==> src/bsd_pkg.sv <==
`default_nettype none
package bsd_pkg;
  localparam int unsigned INSN_W = 16;
  localparam int unsigned XLEN_DEF = 32;
  localparam int unsigned RN_LSB = 8;
  localparam int unsigned RM_LSB = 4;
  localparam int unsigned CIDX_LSB = 4;
  localparam int unsigned SIDX_LSB = 4;
  localparam int unsigned DELAY_BIT = 10;
  // Displacement scale shifts for byte, word and long operands
  localparam logic [1:0] SC_BYTE = 2'h0;
  localparam logic [1:0] SC_WORD = 2'h1;
  localparam logic [1:0] SC_LONG = 2'h2;
  // Control register index usable from user mode
  localparam logic [2:0] CIDX_USER = 3'h1;
  // Minimum execution states
  localparam logic [2:0] ST_ONE = 3'h1;
  localparam logic [2:0] ST_BR_TAKEN = 3'h3;
  localparam logic [2:0] ST_BR_DLY = 3'h2;
  localparam logic [2:0] ST_JUMP = 3'h2;
  localparam logic [2:0] ST_ERET = 3'h4;
  localparam logic [2:0] ST_CLD = 3'h4;
  localparam logic [2:0] ST_CST = 3'h2;
  // Instruction patterns
  localparam logic [15:0] PAT_BF = 16'h8b??;
  localparam logic [15:0] PAT_BFD = 16'h8f??;
  localparam logic [15:0] PAT_BT = 16'h89??;
  localparam logic [15:0] PAT_BTD = 16'h8d??;
  localparam logic [15:0] PAT_JREL = 16'ha???;
  localparam logic [15:0] PAT_CREL = 16'hb???;
  localparam logic [15:0] PAT_JRR = 16'h0?23;
  localparam logic [15:0] PAT_CRR = 16'h0?03;
  localparam logic [15:0] PAT_JABS = 16'h4?2b;
  localparam logic [15:0] PAT_CABS = 16'h4?0b;
  localparam logic [15:0] PAT_SRET = 16'h000b;
  localparam logic [15:0] PAT_ERET = 16'h002b;
  localparam logic [15:0] PAT_SLEEP = 16'h001b;
  localparam logic [15:0] PAT_TLB = 16'h0038;
  localparam logic [15:0] PAT_CACHE_FILL_HINT = 16'h0?83;
  localparam logic [15:0] PAT_CLRT = 16'h0008;
  localparam logic [15:0] PAT_SETT = 16'h0018;
  localparam logic [15:0] PAT_NOP = 16'h0009;
  localparam logic [15:0] PAT_CLD = 16'h4??e;
  localparam logic [15:0] PAT_CST = 16'h0??2;
  localparam logic [15:0] PAT_SST = 16'h0??a;
  typedef enum logic [4:0] {
    OP_NONE, OP_BF, OP_BT, OP_JREL, OP_JRR, OP_CREL, OP_CRR, OP_JABS,
    OP_CABS, OP_SRET, OP_ERET, OP_SLEEP, OP_TLB, OP_CACHE_FILL_HINT, OP_CLD, OP_CST,
    OP_SST, OP_CLRT, OP_SETT, OP_NOP, OP_ILL
  } bsd_op_t;
  typedef enum logic [2:0] {
    TGT_NONE, TGT_PC_DISP, TGT_PC_REG, TGT_REG, TGT_PR, TGT_SPC
  } bsd_tgt_t;
  typedef enum logic {M_RUN, M_SLEEP} bsd_mode_t;
endpackage
`default_nettype wire

==> src/bsd_decode.sv <==
`timescale 1ns/10ps
`default_nettype none
module bsd_decode
  import bsd_pkg::*;
#(
  parameter int unsigned XLEN = XLEN_DEF
)(
  input wire logic sys_clk,
  input wire logic rst,
  input wire logic instr_valid,
  input wire logic [INSN_W-1:0] instr,
  output logic instr_ready,
  input wire logic cond_flag,
  input wire logic priv_mode,
  input wire logic fetch_req,
  input wire logic data_req,
  input wire logic ld_pending,
  input wire logic [3:0] ld_dest,
  input wire logic ld_done,
  input wire logic wake_req,
  output logic op_valid,
  output bsd_op_t op_kind,
  output logic [3:0] reg_n,
  output logic [3:0] reg_m,
  output logic [2:0] ctrl_idx,
  output logic [XLEN-1:0] disp_out,
  output bsd_tgt_t target_sel,
  output logic branch_taken,
  output logic delay_slot,
  output logic save_ret,
  output logic restore_exc,
  output logic tlb_we,
  output logic cache_fill_hint_req,
  output logic ctrl_we,
  output logic gpr_we,
  output logic flag_we,
  output logic flag_wd,
  output logic priv_fault,
  output logic sleeping
);
  if (XLEN < 16)
  begin
    $error("XLEN too narrow for the scaled displacement");
  end

  typedef struct packed {
    bsd_mode_t mode;
    logic [2:0] cnt;
    logic op_valid;
    bsd_op_t op;
    logic [3:0] rn;
    logic [3:0] rm;
    logic [2:0] cidx;
    logic [XLEN-1:0] disp;
    bsd_tgt_t tgt;
    logic taken;
    logic delayed;
    logic save_ret;
    logic restore_exc;
    logic tlb_we;
    logic cache_fill_hint;
    logic ctrl_we;
    logic gpr_we;
    logic flag_we;
    logic flag_wd;
    logic fault;
  } bsd_state_t;

  bsd_state_t st_r;
  bsd_state_t st_nxt;
  bsd_op_t dop;
  logic acc;
  logic rd_src;
  logic [3:0] src;
  logic hazard;
  logic mem_clash;
  logic privileged;
  logic [XLEN-1:0] d8;
  logic [XLEN-1:0] d12;

  function automatic bsd_op_t dec_op(input logic [INSN_W-1:0] i);
    bsd_op_t o;
    o = OP_ILL;
    casez (i)
      PAT_BF, PAT_BFD: o = OP_BF;
      PAT_BT, PAT_BTD: o = OP_BT;
      PAT_JREL: o = OP_JREL;
      PAT_CREL: o = OP_CREL;
      PAT_SRET: o = OP_SRET;
      PAT_ERET: o = OP_ERET;
      PAT_SLEEP: o = OP_SLEEP;
      PAT_TLB: o = OP_TLB;
      PAT_CLRT: o = OP_CLRT;
      PAT_SETT: o = OP_SETT;
      PAT_NOP: o = OP_NOP;
      PAT_JRR: o = OP_JRR;
      PAT_CRR: o = OP_CRR;
      PAT_CACHE_FILL_HINT: o = OP_CACHE_FILL_HINT;
      PAT_JABS: o = OP_JABS;
      PAT_CABS: o = OP_CABS;
      PAT_CLD: o = i[7] ? OP_ILL : OP_CLD;
      PAT_CST: o = i[7] ? OP_ILL : OP_CST;
      PAT_SST: o = (i[7:6] != 2'h0) ? OP_ILL : OP_SST;
      default: o = OP_ILL;
    endcase
    return o;
  endfunction

  assign dop = dec_op(instr);
  // Register fields index R0..R15 straight from their binary value
  // Every register-reading form, control load included, names its source in bits 11:8
  assign src = instr[RN_LSB +: 4];
  assign rd_src = dop inside {OP_JRR, OP_CRR, OP_JABS, OP_CABS, OP_CACHE_FILL_HINT, OP_CLD};
  assign hazard = ld_pending && !ld_done && rd_src && (src == ld_dest);
  assign mem_clash = fetch_req && data_req;
  // Run mode, the counter and stalls gate issue, so states can grow but never shrink
  assign instr_ready = (st_r.mode == M_RUN) && (st_r.cnt == 3'h0) && !mem_clash && !hazard;
  assign acc = instr_valid && instr_ready;
  assign privileged = (dop inside {OP_ERET, OP_SLEEP, OP_TLB})
    || ((dop inside {OP_CLD, OP_CST}) && (instr[CIDX_LSB +: 3] != CIDX_USER));
  // Branch operands are word sized, so both displacement forms scale by two
  assign d8 = XLEN'($signed(instr[7:0])) << SC_WORD;
  assign d12 = XLEN'($signed(instr[11:0])) << SC_WORD;

  always_comb
  begin
    st_nxt = st_r;
    st_nxt.op_valid = 1'b0;
    st_nxt.taken = 1'b0;
    st_nxt.save_ret = 1'b0;
    st_nxt.restore_exc = 1'b0;
    st_nxt.tlb_we = 1'b0;
    st_nxt.cache_fill_hint = 1'b0;
    st_nxt.ctrl_we = 1'b0;
    st_nxt.gpr_we = 1'b0;
    st_nxt.flag_we = 1'b0;
    st_nxt.fault = 1'b0;
    if (st_r.mode == M_SLEEP)
    begin
      if (wake_req)
        st_nxt.mode = M_RUN;
    end
    else if (st_r.cnt != 3'h0)
      st_nxt.cnt = st_r.cnt - 3'h1;
    if (acc)
    begin
      st_nxt.op_valid = 1'b1;
      st_nxt.op = dop;
      st_nxt.rn = instr[RN_LSB +: 4];
      st_nxt.rm = instr[RM_LSB +: 4];
      st_nxt.cidx = instr[CIDX_LSB +: 3];
      st_nxt.disp = '0;
      st_nxt.tgt = TGT_NONE;
      st_nxt.delayed = 1'b0;
      st_nxt.cnt = ST_ONE - 3'h1;
      if (privileged && !priv_mode)
        st_nxt.fault = 1'b1;
      else
      begin
        case (dop)
          OP_BF, OP_BT:
          begin
            st_nxt.tgt = TGT_PC_DISP;
            st_nxt.disp = d8;
            st_nxt.delayed = instr[DELAY_BIT];
            st_nxt.taken = (dop == OP_BF) ? !cond_flag : cond_flag;
            if (st_nxt.taken)
              st_nxt.cnt = (instr[DELAY_BIT] ? ST_BR_DLY : ST_BR_TAKEN) - 3'h1;
          end
          OP_JREL, OP_CREL:
          begin
            st_nxt.tgt = TGT_PC_DISP;
            st_nxt.disp = d12;
            st_nxt.delayed = 1'b1;
            st_nxt.taken = 1'b1;
            st_nxt.save_ret = (dop == OP_CREL);
            st_nxt.cnt = ST_JUMP - 3'h1;
          end
          OP_JRR, OP_CRR, OP_JABS, OP_CABS:
          begin
            st_nxt.tgt = (dop inside {OP_JRR, OP_CRR}) ? TGT_PC_REG : TGT_REG;
            st_nxt.delayed = 1'b1;
            st_nxt.taken = 1'b1;
            st_nxt.save_ret = (dop inside {OP_CRR, OP_CABS});
            st_nxt.cnt = ST_JUMP - 3'h1;
          end
          OP_SRET:
          begin
            st_nxt.tgt = TGT_PR;
            st_nxt.delayed = 1'b1;
            st_nxt.taken = 1'b1;
            st_nxt.cnt = ST_JUMP - 3'h1;
          end
          OP_ERET:
          begin
            st_nxt.tgt = TGT_SPC;
            st_nxt.delayed = 1'b1;
            st_nxt.taken = 1'b1;
            st_nxt.restore_exc = 1'b1;
            st_nxt.cnt = ST_ERET - 3'h1;
          end
          OP_SLEEP: st_nxt.mode = M_SLEEP;
          OP_TLB: st_nxt.tlb_we = 1'b1;
          OP_CACHE_FILL_HINT: st_nxt.cache_fill_hint = 1'b1;
          OP_CLD:
          begin
            st_nxt.ctrl_we = 1'b1;
            st_nxt.cnt = ST_CLD - 3'h1;
          end
          OP_CST:
          begin
            st_nxt.gpr_we = 1'b1;
            st_nxt.cnt = ST_CST - 3'h1;
          end
          OP_SST: st_nxt.gpr_we = 1'b1;
          OP_CLRT, OP_SETT:
          begin
            st_nxt.flag_we = 1'b1;
            st_nxt.flag_wd = (dop == OP_SETT);
          end
          default: st_nxt.fault = (dop == OP_ILL);
        endcase
      end
    end
  end

  always_ff @(posedge sys_clk)
  begin
    if (rst)
    begin
      st_r <= '0;
      st_r.mode <= M_RUN;
      st_r.op <= OP_NONE;
      st_r.tgt <= TGT_NONE;
    end
    else
      st_r <= st_nxt;
  end

  assign op_valid = st_r.op_valid;
  assign op_kind = st_r.op;
  assign reg_n = st_r.rn;
  assign reg_m = st_r.rm;
  assign ctrl_idx = st_r.cidx;
  assign disp_out = st_r.disp;
  assign target_sel = st_r.tgt;
  assign branch_taken = st_r.taken;
  assign delay_slot = st_r.delayed;
  assign save_ret = st_r.save_ret;
  assign restore_exc = st_r.restore_exc;
  assign tlb_we = st_r.tlb_we;
  assign cache_fill_hint_req = st_r.cache_fill_hint;
  assign ctrl_we = st_r.ctrl_we;
  assign gpr_we = st_r.gpr_we;
  // Flag write only for explicit set and clear, so the flag is held otherwise
  assign flag_we = st_r.flag_we;
  assign flag_wd = st_r.flag_wd;
  assign priv_fault = st_r.fault;
  assign sleeping = (st_r.mode == M_SLEEP);
endmodule
`default_nettype wire

==> config.mk <==
export PLATFORM = sky130hd
export DESIGN_NAME = bsd_decode
export DESIGN_NICKNAME = d
export VERILOG_FILES = /design/src/bsd_pkg.sv /design/src/bsd_decode.sv
export SDC_FILE = /design/constraint.sdc
export NUM_CORES = 1
export LEC_CHECK = 0
export BUFFER_PORTS_ARGS = -buffer_cell sky130_fd_sc_hd__buf_2
export CAP_MARGIN = 5
export CELL_PAD_IN_SITES_DETAIL_PLACEMENT = 0
export CELL_PAD_IN_SITES_GLOBAL_PLACEMENT = 1
export CORE_ASPECT_RATIO = 1.2
export CORE_MARGIN = 2
export CORE_UTILIZATION = 40
export CTS_BUF_LIST = sky130_fd_sc_hd__clkbuf_2
export DETAILED_ROUTE_END_ITERATION = 8
export PLACE_DENSITY_LB_ADDON = 0.1
export SLEW_MARGIN = 20
export SYNTH_ARGS = -nofsm -noshare
export SYNTH_HDL_FRONTEND = slang
export SYNTH_SLANG_ARGS = --single-unit
==> constraint.sdc <==
create_clock -name sys_clk -period 4.7 [get_ports sys_clk]
set_input_delay 0.235 -clock sys_clk [delete_from_list [all_inputs] [get_ports sys_clk]]
set_output_delay 0.235 -clock sys_clk [all_outputs]
set_load 0.05 [all_outputs]
Word level (Yosys, flattened, before mapping)
Cells that the tools add are included.
Widths: inputs -> output; s select.
- output and inout port bits: 65
- memories kept: 0
- input bits: 30
- word-level logic and storage cells: 135
- bits in registers: 67
- latch bits: 0
- memory bits (read-only): 0
- RAM bits: 0
- magnitude comparators: 0
- reductions and logical operators: 39
- div/mod/pow operators: 0
- $mul: 0
- $add $sub $neg: 2
- shifts and indexed selects: 0
- equality and inequality tests: 43
- mux-type cells: 28
- bitwise operators: 3
- operators by type and width (kind ; number):
    $pmux 5 s19 ; 1
    $mux 67 ; 1
    $pmux 32 s2 ; 1
    $eq 16x4->1 const B ; 3
    $mux 45 ; 1
    $eq 5x4->1 const B ; 8
    $eq 16x5->1 const B ; 2
    $eq 16x6->1 const B ; 2
    $eq 8x8->1 const B ; 4
    $pmux 5 s5 ; 1
    $eq 12x11->1 const B ; 2
    $eq 5x3->1 const B ; 4
    $eq 5x5->1 const B ; 4
    $reduce_or 18->1 ; 1
    $reduce_or 2->1 ; 8
    $mux 1 ; 13
    $eq 12x2->1 const B ; 1
    $eq 12x6->1 const B ; 1
    $eq 12x8->1 const B ; 1
    $mux 3 ; 4
    $eq 5x2->1 const B ; 2
    $logic_and 1x1->1 ; 10
    $mux 5 ; 2
    $reduce_bool 2->1 ; 5
    25 further kinds ; 33

Longest topological paths before layout
Gate-level depths: netlist (run 1).
- word-level depth: 12
- depth in mapped cells: 12

Worst setup path after synthesis (run 1)
No wires, ideal clock.
- path kind: in2reg
- start: input port instr[10]
- end: register st_r, in the netlist disp_out[10]
- data arrival time: 2462 ps
- stages: 12
- setup slack: 2170 ps
- setup time: 68 ps
- cells stage by stage: buf_2 > or4_4 > nor4_4 > nand3b_1 > and3_1 > buf_6 > nand2_4 > o21ai_2 > or3_1 > buf_6 > buf_6 > o2bb2ai_2
- longest elaborated chain between the ends: 10
- elaborated cells on any way between the ends: 44
- those cells by class: eq/ne (26); mux (3); reduce/logical (15)
- RTL lines (what ; line ; text):
    from (decl) ; bsd_decode.sv:11 ; input wire logic [INSN_W-1:0] instr,
    $eq 8x8->1 ; bsd_decode.sv:84 ; casez (i)
    $reduce_or 2->1 ; bsd_decode.sv:84 ;
    $pmux 5 s19 ; bsd_decode.sv:84 ;
    $eq 5x3->1 (tied with other cells) ; bsd_decode.sv:113 ; assign rd_src = dop inside {OP_JRR, OP_CRR, OP_JABS, OP_CABS, OP_CACHE_FILL_HINT, OP_CLD};
    $reduce_bool 6->1 ; bsd_decode.sv:113 ;
    $logic_and 1x1->1 (2 in a row) ; bsd_decode.sv:114 ; assign hazard = ld_pending && !ld_done && rd_src && (src == ld_dest);
    $logic_not 1->1 ; bsd_decode.sv:117 ; assign instr_ready = (st_r.mode == M_RUN) && (st_r.cnt == 3'h0) && !mem_clash && !hazard;
    $logic_and 1x1->1 ; bsd_decode.sv:117 ;
    $logic_and 1x1->1 ; bsd_decode.sv:118 ; assign acc = instr_valid && instr_ready;
    to (signal assigned) ; bsd_decode.sv:237 ; st_r <= st_nxt;
    to (decl) ; bsd_decode.sv:69 ; bsd_state_t st_r;
Parallel ways exist; a longest one is shown, timed or not.
A chain may end at the register's enable or synchronous reset.

Final worst setup path (run 1)
- start: input port instr[14]
- end: output port instr_ready
- longest elaborated chain between the ends: 9
- elaborated cells on any way between the ends: 35
- those cells by class: eq/ne (27); mux (1); reduce/logical (7)
- RTL lines (what ; line ; text):
    $eq 8x8->1 ; bsd_decode.sv:84 ;
    $reduce_or 2->1 ; bsd_decode.sv:84 ;
    $pmux 5 s19 * ; bsd_decode.sv:84 ;
    $eq 5x3->1 or $eq 5x4->1 (tied branches) ; bsd_decode.sv:113 ;
    $reduce_bool 6->1 * ; bsd_decode.sv:113 ;
    $logic_and 1x1->1 * (2 in a row) ; bsd_decode.sv:114 ;
    $logic_not 1->1 * ; bsd_decode.sv:117 ;
    $logic_and 1x1->1 * ; bsd_decode.sv:117 ;
    to (decl) ; bsd_decode.sv:12 ; output logic instr_ready,
Every way passes the cells marked *; elsewhere a longest branch is shown, timed or not.

==> results of run 1 <==
metrics by stage:
stage	area, µm²	util	hold slack, ns
finish	2990	0.436	0.0854
global route	2990	0.436	0.0440
CTS	2990	0.436	0.0501
detailed placement	2920	0.427	0.441
global placement	2920	0.427	0.436
floorplan	2840	-	0.371
layout by cell type (no fill, tap or decap), types with 2 or more instances in the layout:
| cell type | count |
|---|---|
| buf_2 | 93 |
| a22oi_1 | 2 |
| nand4b_1 | 2 |
| dfxtp_1 | 44 |
| nor4_1 | 11 |
| or3_1 | 7 |
| clkbuf_2 | 5 |
| or4_1 | 3 |
| nand3_1 | 15 |
| nor2b_1 | 3 |
| or2_2 | 3 |
| a31o_2 | 2 |
| ha_1 | 2 |
| xnor2_1 | 4 |
| inv_1 | 10 |
| nand4_1 | 2 |
| buf_4 | 2 |
| o21ai_0 | 3 |
| nor2_2 | 4 |
| o2bb2ai_2 | 6 |
| a41oi_1 | 2 |
| and2_1 | 4 |
| a2111oi_0 | 2 |
| a21oi_1 | 31 |
| nor3_1 | 7 |
| a211oi_1 | 8 |
| nand2b_1 | 4 |
| and3_1 | 2 |
| nand2_1 | 36 |
| o2bb2ai_1 | 4 |
| nor4_4 | 2 |
| nor2_1 | 29 |
| nand3b_1 | 4 |
flip-flops by register name (all words and copies together) (netlist names), 3 cells and up:
name	cells
disp_out	12
op_kind	5
reg_m	4
reg_n	4
st_r	3
target_sel	3
worst max-delay path by stage:
stage	endpoint	depth (start not counted)
after floorplan	disp_out[10]	12
after global placement	target_sel[2]	9
after detailed placement	delay_slot	9
after CTS	instr_ready	10
after global routing	target_sel[2]	9
final	instr_ready	10
cell type report:
cell class	instances	area [µm²]
Clock inverter	3	42.5
Multi-Input combinational cell	228	1420
Inverter	10	37.5
Sequential cell	44	881
Tap cell	87	109
Clock buffer	5	25.0
Timing Repair Buffer	95	480
Fill cell	746	3860
worst reg2reg max path: stages (launching register included):
cell       delay (ns)
dfxtp_1          0.35
inv_1            0.08
ha_1             0.16
ha_1             0.16
inv_1            0.04
a211oi_1         0.23
and2_1           0.22
a21boi_0         0.31
o21a_1           0.85
nor2_4           0.20
o2bb2ai_1        0.19
logic make-up (layout without fill, tap and decap cells):
logic type	Yosys count	after routing	share of synthesized area
AO/OA/AOI/OAI	72	72	0.186
XOR/XNOR	5	5	0.0154
adder cells (fa/ha/maj)	2	2	0.00880
buffers and inverters	86	113	0.192
flip-flops	44	44	0.310
other	1	1	0.00132
AND/OR/NAND/NOR	148	148	0.287
cells in the mapped netlist (4+ instances only):
master      n
buf_2       8
and2_1      4
a211oi_1    8
dfxtp_1    44
o2bb2ai_1   4
nor2_2      4
or3_1       7
buf_4      51
clkbuf_1   13
nand3b_1    4
a21oi_1    31
nor2_1     29
nand2_1    36
inv_1      10
nand2b_1    4
xnor2_1     4
nor4_1     11
nand3_1    15
nor3_1      7
o2bb2ai_2   6
per-layer routing:
layer | vias to the layer above | routed length, µm | GRT usage
li1 | 1262 | - | -
met1 | 1194 | 3410 | 0.265
met2 | 89 | 3850 | 0.352
met3 | 13 | 360 | 0.0288
met4 | 0 | 148 | 0.0607
met5 | - | 0 | 0
power by group through the flow:
stage          registers [W]  logic (W)  clock network [W]
6_report            0.000428   0.000442           0.000219
5_1_grt             0.000434   0.000484           0.000242
4_1_cts             0.000429   0.000449           0.000231
3_5_place_dp        0.000437   0.000448                  0
3_3_place_gp        0.000436   0.000448                  0
2_1_floorplan       0.000447   0.000387                  0
==> flow_metrics.py, run 1 <==
metrics = {
    "power": {
        "switching_share": 0.433,
        "pwr-share-clk": 0.201,
        "powerDensity_nw_per_um2": 364,
        "leakagePower_nw": 1.28,
        "worst_ir_drop_vdd_v": 0.000166,
        "switching_power_w": 0.000471,
        "p_seq_frac": 0.393,
        "p_int_w": 0.000618,
        "p_total_w": 0.00109,
        "comb_power_share": 0.406,
    },
    "min_path": {
        "min_path_type": "primary input to flop",
        "hold_path_depth": 3,
        "hold_start": "instr[2]",
        "whs_endpoint": "disp_out[3]",
    },
    "yosys": {
        "syn_area_per_cell_um2": 7.94,
        "synth.largest_area_cell": "dfxtp_1",
        "synth.distinct_cells": 59,
        "synthArstFlopShare": 0,
        "syn-cell-area_um2": 2840,
        "ys_warn_count": 0,
        "ys.flop_type": "dfxtp_1",
        "synth_area_leaders": "dfxtp_1 (31%), buf_4 (13%), a21oi_1 (5.5%)",
        "yosys.area.top_type_share": 0.310,
        "seq_area_frac_synth": 0.310,
        "synth_fp_nets": 390,
        "synth_seq_cells": 44,
        "synthCells": 358,
        "synth_edf_count": 0,
    },
    "worst_setup_path": {
        "cp-startpoint": "instr[14]",
        "r2r_end": "target_sel[1]",
        "rrSetupSlack_ns": 1.82,
        "crit_fanout": 11,
        "path_class": "primary input to output pin",
        "path_cells": "buf_2 > or4_1 > nor4_1 > a211oi_1 > nand2_1 > nand2_4 > nor2_1 > o21ai_0 > and2_1 > buf_2",
        "crit_top_cell": "buf_2",
        "critPathCaptureType": "output pin",
        "worstPathBufferInverterCount": 2,
        "timing.rr.start": "st_r[63]",
        "slowest_delay_ns": 0.72,
        "critPathTopFamily": "simple AND/OR/NAND/NOR gates",
        "ff2ff_path_depth": 10,
        "slowest_stage": "or4_1",
        "arrival_ns": 2.83,
        "critical_path.startpoint_type": "primary input",
        "cp_data_required_time_ns": 4.47,
    },
    "floorplanning": {
        "ios": 95,
        "rows": 33,
        "die_area_um2": 7800,
        "core_um2": 6850,
        "dieWidth_um": 81.0,
        "die_y_um": 96.4,
        "initial_core_util": 0.415,
    },
    "timing": {
        "max-slew-margin-rel": 0.326,
        "tns_ns": 0,
        "slew_violations": 0,
        "finalClockSkew_ns": 0.0153,
        "max_freq_mhz": 326,
        "fin_crit_sh": 0.653,
        "worst_pin_slew_ns": 1.01,
        "setup_viol": 0,
        "hold_viol": 0,
        "grt_setup_unrepaired": "no",
        "setup_ws_ns": 1.63,
        "min_period_ns": 3.07,
    },
    "cts": {
        "cts_buffer_depth": 2,
        "post_cts_buffers": 0,
        "path_clk_slew_ns": 0.23,
        "cts.sinks": 44,
        "insertion_delay_ns": 0.42,
        "ctsHoldBuffers": 0,
        "numCtsBuffers": 5,
        "clock-root-buffer": "clkbuf_2",
        "cts-resized-gates": 0,
        "cts_tree": "built",
        "h-tree-depth": 2,
    },
    "drt": {
        "vias_per_cell": 5.42,
        "drt_wl_total_um": 7770,
        "drcViolationCount": 0,
        "vias": 2558,
        "ant_nets": 0,
        "firstDrtPassIters": 4,
        "wl_per_cell_um": 16.5,
        "drtIter0Drc": 152,
    },
    "placement": {
        "gp_congestion": 0.880,
        "preCtsSetupSlack_ns": 1.19,
        "portBuffers": 93,
        "place_hpwl_um": 5790,
        "dp.cells": 464,
    },
    "final_layout": {
        "synthToLayoutAreaGrowth_pct": 5.19,
        "layout.nets": 416,
        "fin_cells": 472,
        "drive_gt1_frac": 0.330,
        "num_antenna_cells": 0,
    },
    "global_route": {
        "antenna_found_initial": 0,
        "grt_overflow": 0,
        "grt_max_degree": 30,
        "track_usage": 0.205,
        "grt_pass1_wl_um": 12100,
        "grt_pass1_vias": 2306,
    },
    "flow_run": {
        "cap_viol_max_count": 0,
    },
    "status": {
        "status": "finished, final reports clean",
    },
}
Note: power is estimated with default switching activity, not from simulation.
==> run 2, diff against run 1 <==
Settings changed: ABC_AREA from default to 1, CORE_UTILIZATION 40 to 33.
Clock period 4.7 ns to 2.7 ns, I/O delays scaled along.
==> flow_metrics.py, run 2 <==
metrics = {
    "final_layout": {
        "largest_reg_flops": 12,
        "layout_common_cells": "nand2_1 (104), buf_2 (93), nor2_1 (55)",
        "num_antenna_cells": 0,
        "final_common_cell": "nand2_1",
        "layout.nets": 535,
        "synthToLayoutAreaGrowth_pct": 12.6,
        "drive_gt1_frac": 0.272,
        "fin_area_um2": 3310,
    },
    "timing": {
        "slew_violations": 0,
        "tns_ns": 0,
        "min_period_ns": 2.22,
        "fin_crit_sh": 0.823,
        "max-slew-margin-rel": 0.630,
        "hold_viol": 0,
        "worst_pin_slew_ns": 0.555,
        "setup_viol": 0,
        "finalClockSkew_ns": 0.0141,
        "max_freq_mhz": 450,
        "grt_setup_unrepaired": "no",
    },
    "drt": {
        "drcViolationCount": 0,
        "ant_nets": 0,
        "drt_wl_total_um": 8620,
        "vias_per_cell": 4.61,
        "firstDrtPassIters": 4,
        "vias": 2863,
        "wl_per_cell_um": 13.9,
        "drtIter0Drc": 97,
    },
    "power": {
        "leakagePower_nw": 1.78,
        "powerDensity_nw_per_um2": 575,
        "p_total_w": 0.00191,
        "worst_ir_drop_vdd_v": 0.000180,
    },
    "worst_setup_path": {
        "critical_path.startpoint_type": "primary input",
        "crit_top_cell": "nand2_2",
        "path_class": "primary input to flop",
        "slowest_stage": "dlygate4sd3_1",
        "arrival_ns": 2.58,
        "critPathCaptureType": "flop",
        "slowest_delay_ns": 0.54,
        "ff2ff_path_depth": 9,
        "path_cells": "dlygate4sd3_1 > buf_2 > inv_1 > nand2_2 > nor2_4 > nand3_2 > nand2_2 > inv_2 > nand3_2 > nand2_2 > nand3_4 > inv_2 > nand3_1 > a21oi_1",
        "crit_fanout": 29,
        "cp_data_required_time_ns": 3.06,
    },
    "global_route": {
        "grt_overflow": 0,
        "antenna_found_initial": 0,
        "track_usage": 0.176,
        "grt_pass1_vias": 2769,
        "grt_max_degree": 30,
        "grt_pass1_wl_um": 13500,
    },
    "cts": {
        "cts_tree": "built",
        "clock-root-buffer": "clkbuf_2",
        "insertion_delay_ns": 0.41,
        "cts_buffer_depth": 2,
        "h-tree-depth": 2,
        "numCtsBuffers": 5,
        "path_clk_slew_ns": 0.23,
        "cts.sinks": 44,
    },
    "yosys": {
        "synth.distinct_cells": 35,
        "synth_edf_count": 0,
        "synth_common_cells": "nand2_1 (104), nor2_1 (55), buf_4 (52)",
        "ys.flop_type": "dfxtp_1",
        "syn_area_per_cell_um2": 6.55,
        "synth_fp_nets": 481,
        "seq_area_frac_synth": 0.299,
        "synth.largest_area_cell": "dfxtp_1",
        "synthArstFlopShare": 0,
        "syn-cell-area_um2": 2940,
        "yosys.area.top_type_share": 0.299,
        "yosysMostFrequentCell": "nand2_1",
        "synthCells": 449,
        "ys_warn_count": 0,
        "synth_area_leaders": "dfxtp_1 (30%), buf_4 (13%), nand2_1 (13%)",
        "synth_seq_cells": 44,
    },
    "status": {
        "status": "finished, final reports clean",
    },
    "floorplanning": {
        "die_area_um2": 9690,
        "core_um2": 8610,
        "dieWidth_um": 90.2,
        "initial_core_util": 0.342,
        "rows": 37,
        "ios": 95,
        "die_y_um": 107,
    },
    "placement": {
        "gp_congestion": 0.899,
        "portBuffers": 93,
        "place_area_um2": 3130,
        "place_hpwl_um": 6880,
    },
    "min_path": {
        "hold_path_depth": 3,
        "min_path_type": "primary input to flop",
    },
    "flow_run": {
        "cap_viol_max_count": 0,
    },
}
==> run 2: worst max-delay path: cells and delay by family <==
kind,cells,cell delay (ns)
buf+inv,5,1.30
simple gates,8,0.96
compound gates,1,0.16
==> run 2: kinds of logic (layout without fill, tap and decap cells) <==
group | Yosys count | in the layout | share of synthesized area
xor+xnor | 2 | 2 | 0.00596
simple gates | 229 | 229 | 0.359
flops | 44 | 44 | 0.299
compound gates | 62 | 62 | 0.111
fa+ha+maj | 2 | 2 | 0.00851
buf+inv | 109 | 164 | 0.215
other cells | 1 | 1 | 0.00127
==> run 2: layer usage <==
| metal | track usage | vias to the layer above | part of all wire |
|---|---|---|---|
| met2 | 0.328 | 61 | 0.51 |
| li1 | - | 1480 | - |
| met3 | 0.0280 | 10 | 0.031 |
| met1 | 0.206 | 1312 | 0.44 |
| met5 | 0 | - | 0 |
| met4 | 0.0549 | 0 | 0.018 |
==> run 2: worst paths after layout <==
check / slack, ns / start / endpoint
worst max register to register: 0.78 / st_r[63] / disp_out[1]
worst min-delay path: 0.03 / instr[11] / reg_n[3]
worst min register to register: 0.48 / disp_out[2] / disp_out[2]
worst max-delay path: 0.48 / instr[5] / disp_out[1]
==> run 2: cell type report <==
class                           instances  area (µm²)
Tap cell                              117         146
Fill cell                            1025        5300
Timing Repair Buffer                  108         608
Inverter                               48         183
Multi-Input combinational cell        296        1430
Clock inverter                          3        42.5
Clock buffer                            5        25.0
Sequential cell                        44         881
==> run 2: power breakdown <==
group	internal (W)	total (W)	switching, W
Sequential	0.000721	0.000755	0.0000336
Clock	0.000156	0.000383	0.000227
Combinational	0.000194	0.000769	0.000575
==> run 2: timing repair <==
| item | CTS | global route |
|---|---|---|
| endpoints found under the hold margin | 13 | 1 |
| resized for setup | 0 | 0 |
| hold buffers | 11 | 1 |
| setup buffers | 0 | 0 |
==> run 2: per-stage QoR <==
step	hold WS [ns]	setup slack, ns	instances	util
after floorplan	0.249	0.686	449	-
after global placement	0.361	0.602	601	0.363
after detailed placement	0.360	0.590	601	0.363
after CTS	0.00704	0.504	620	0.384
after global routing	0.0251	0.325	621	0.385
final	0.0326	0.479	621	0.385
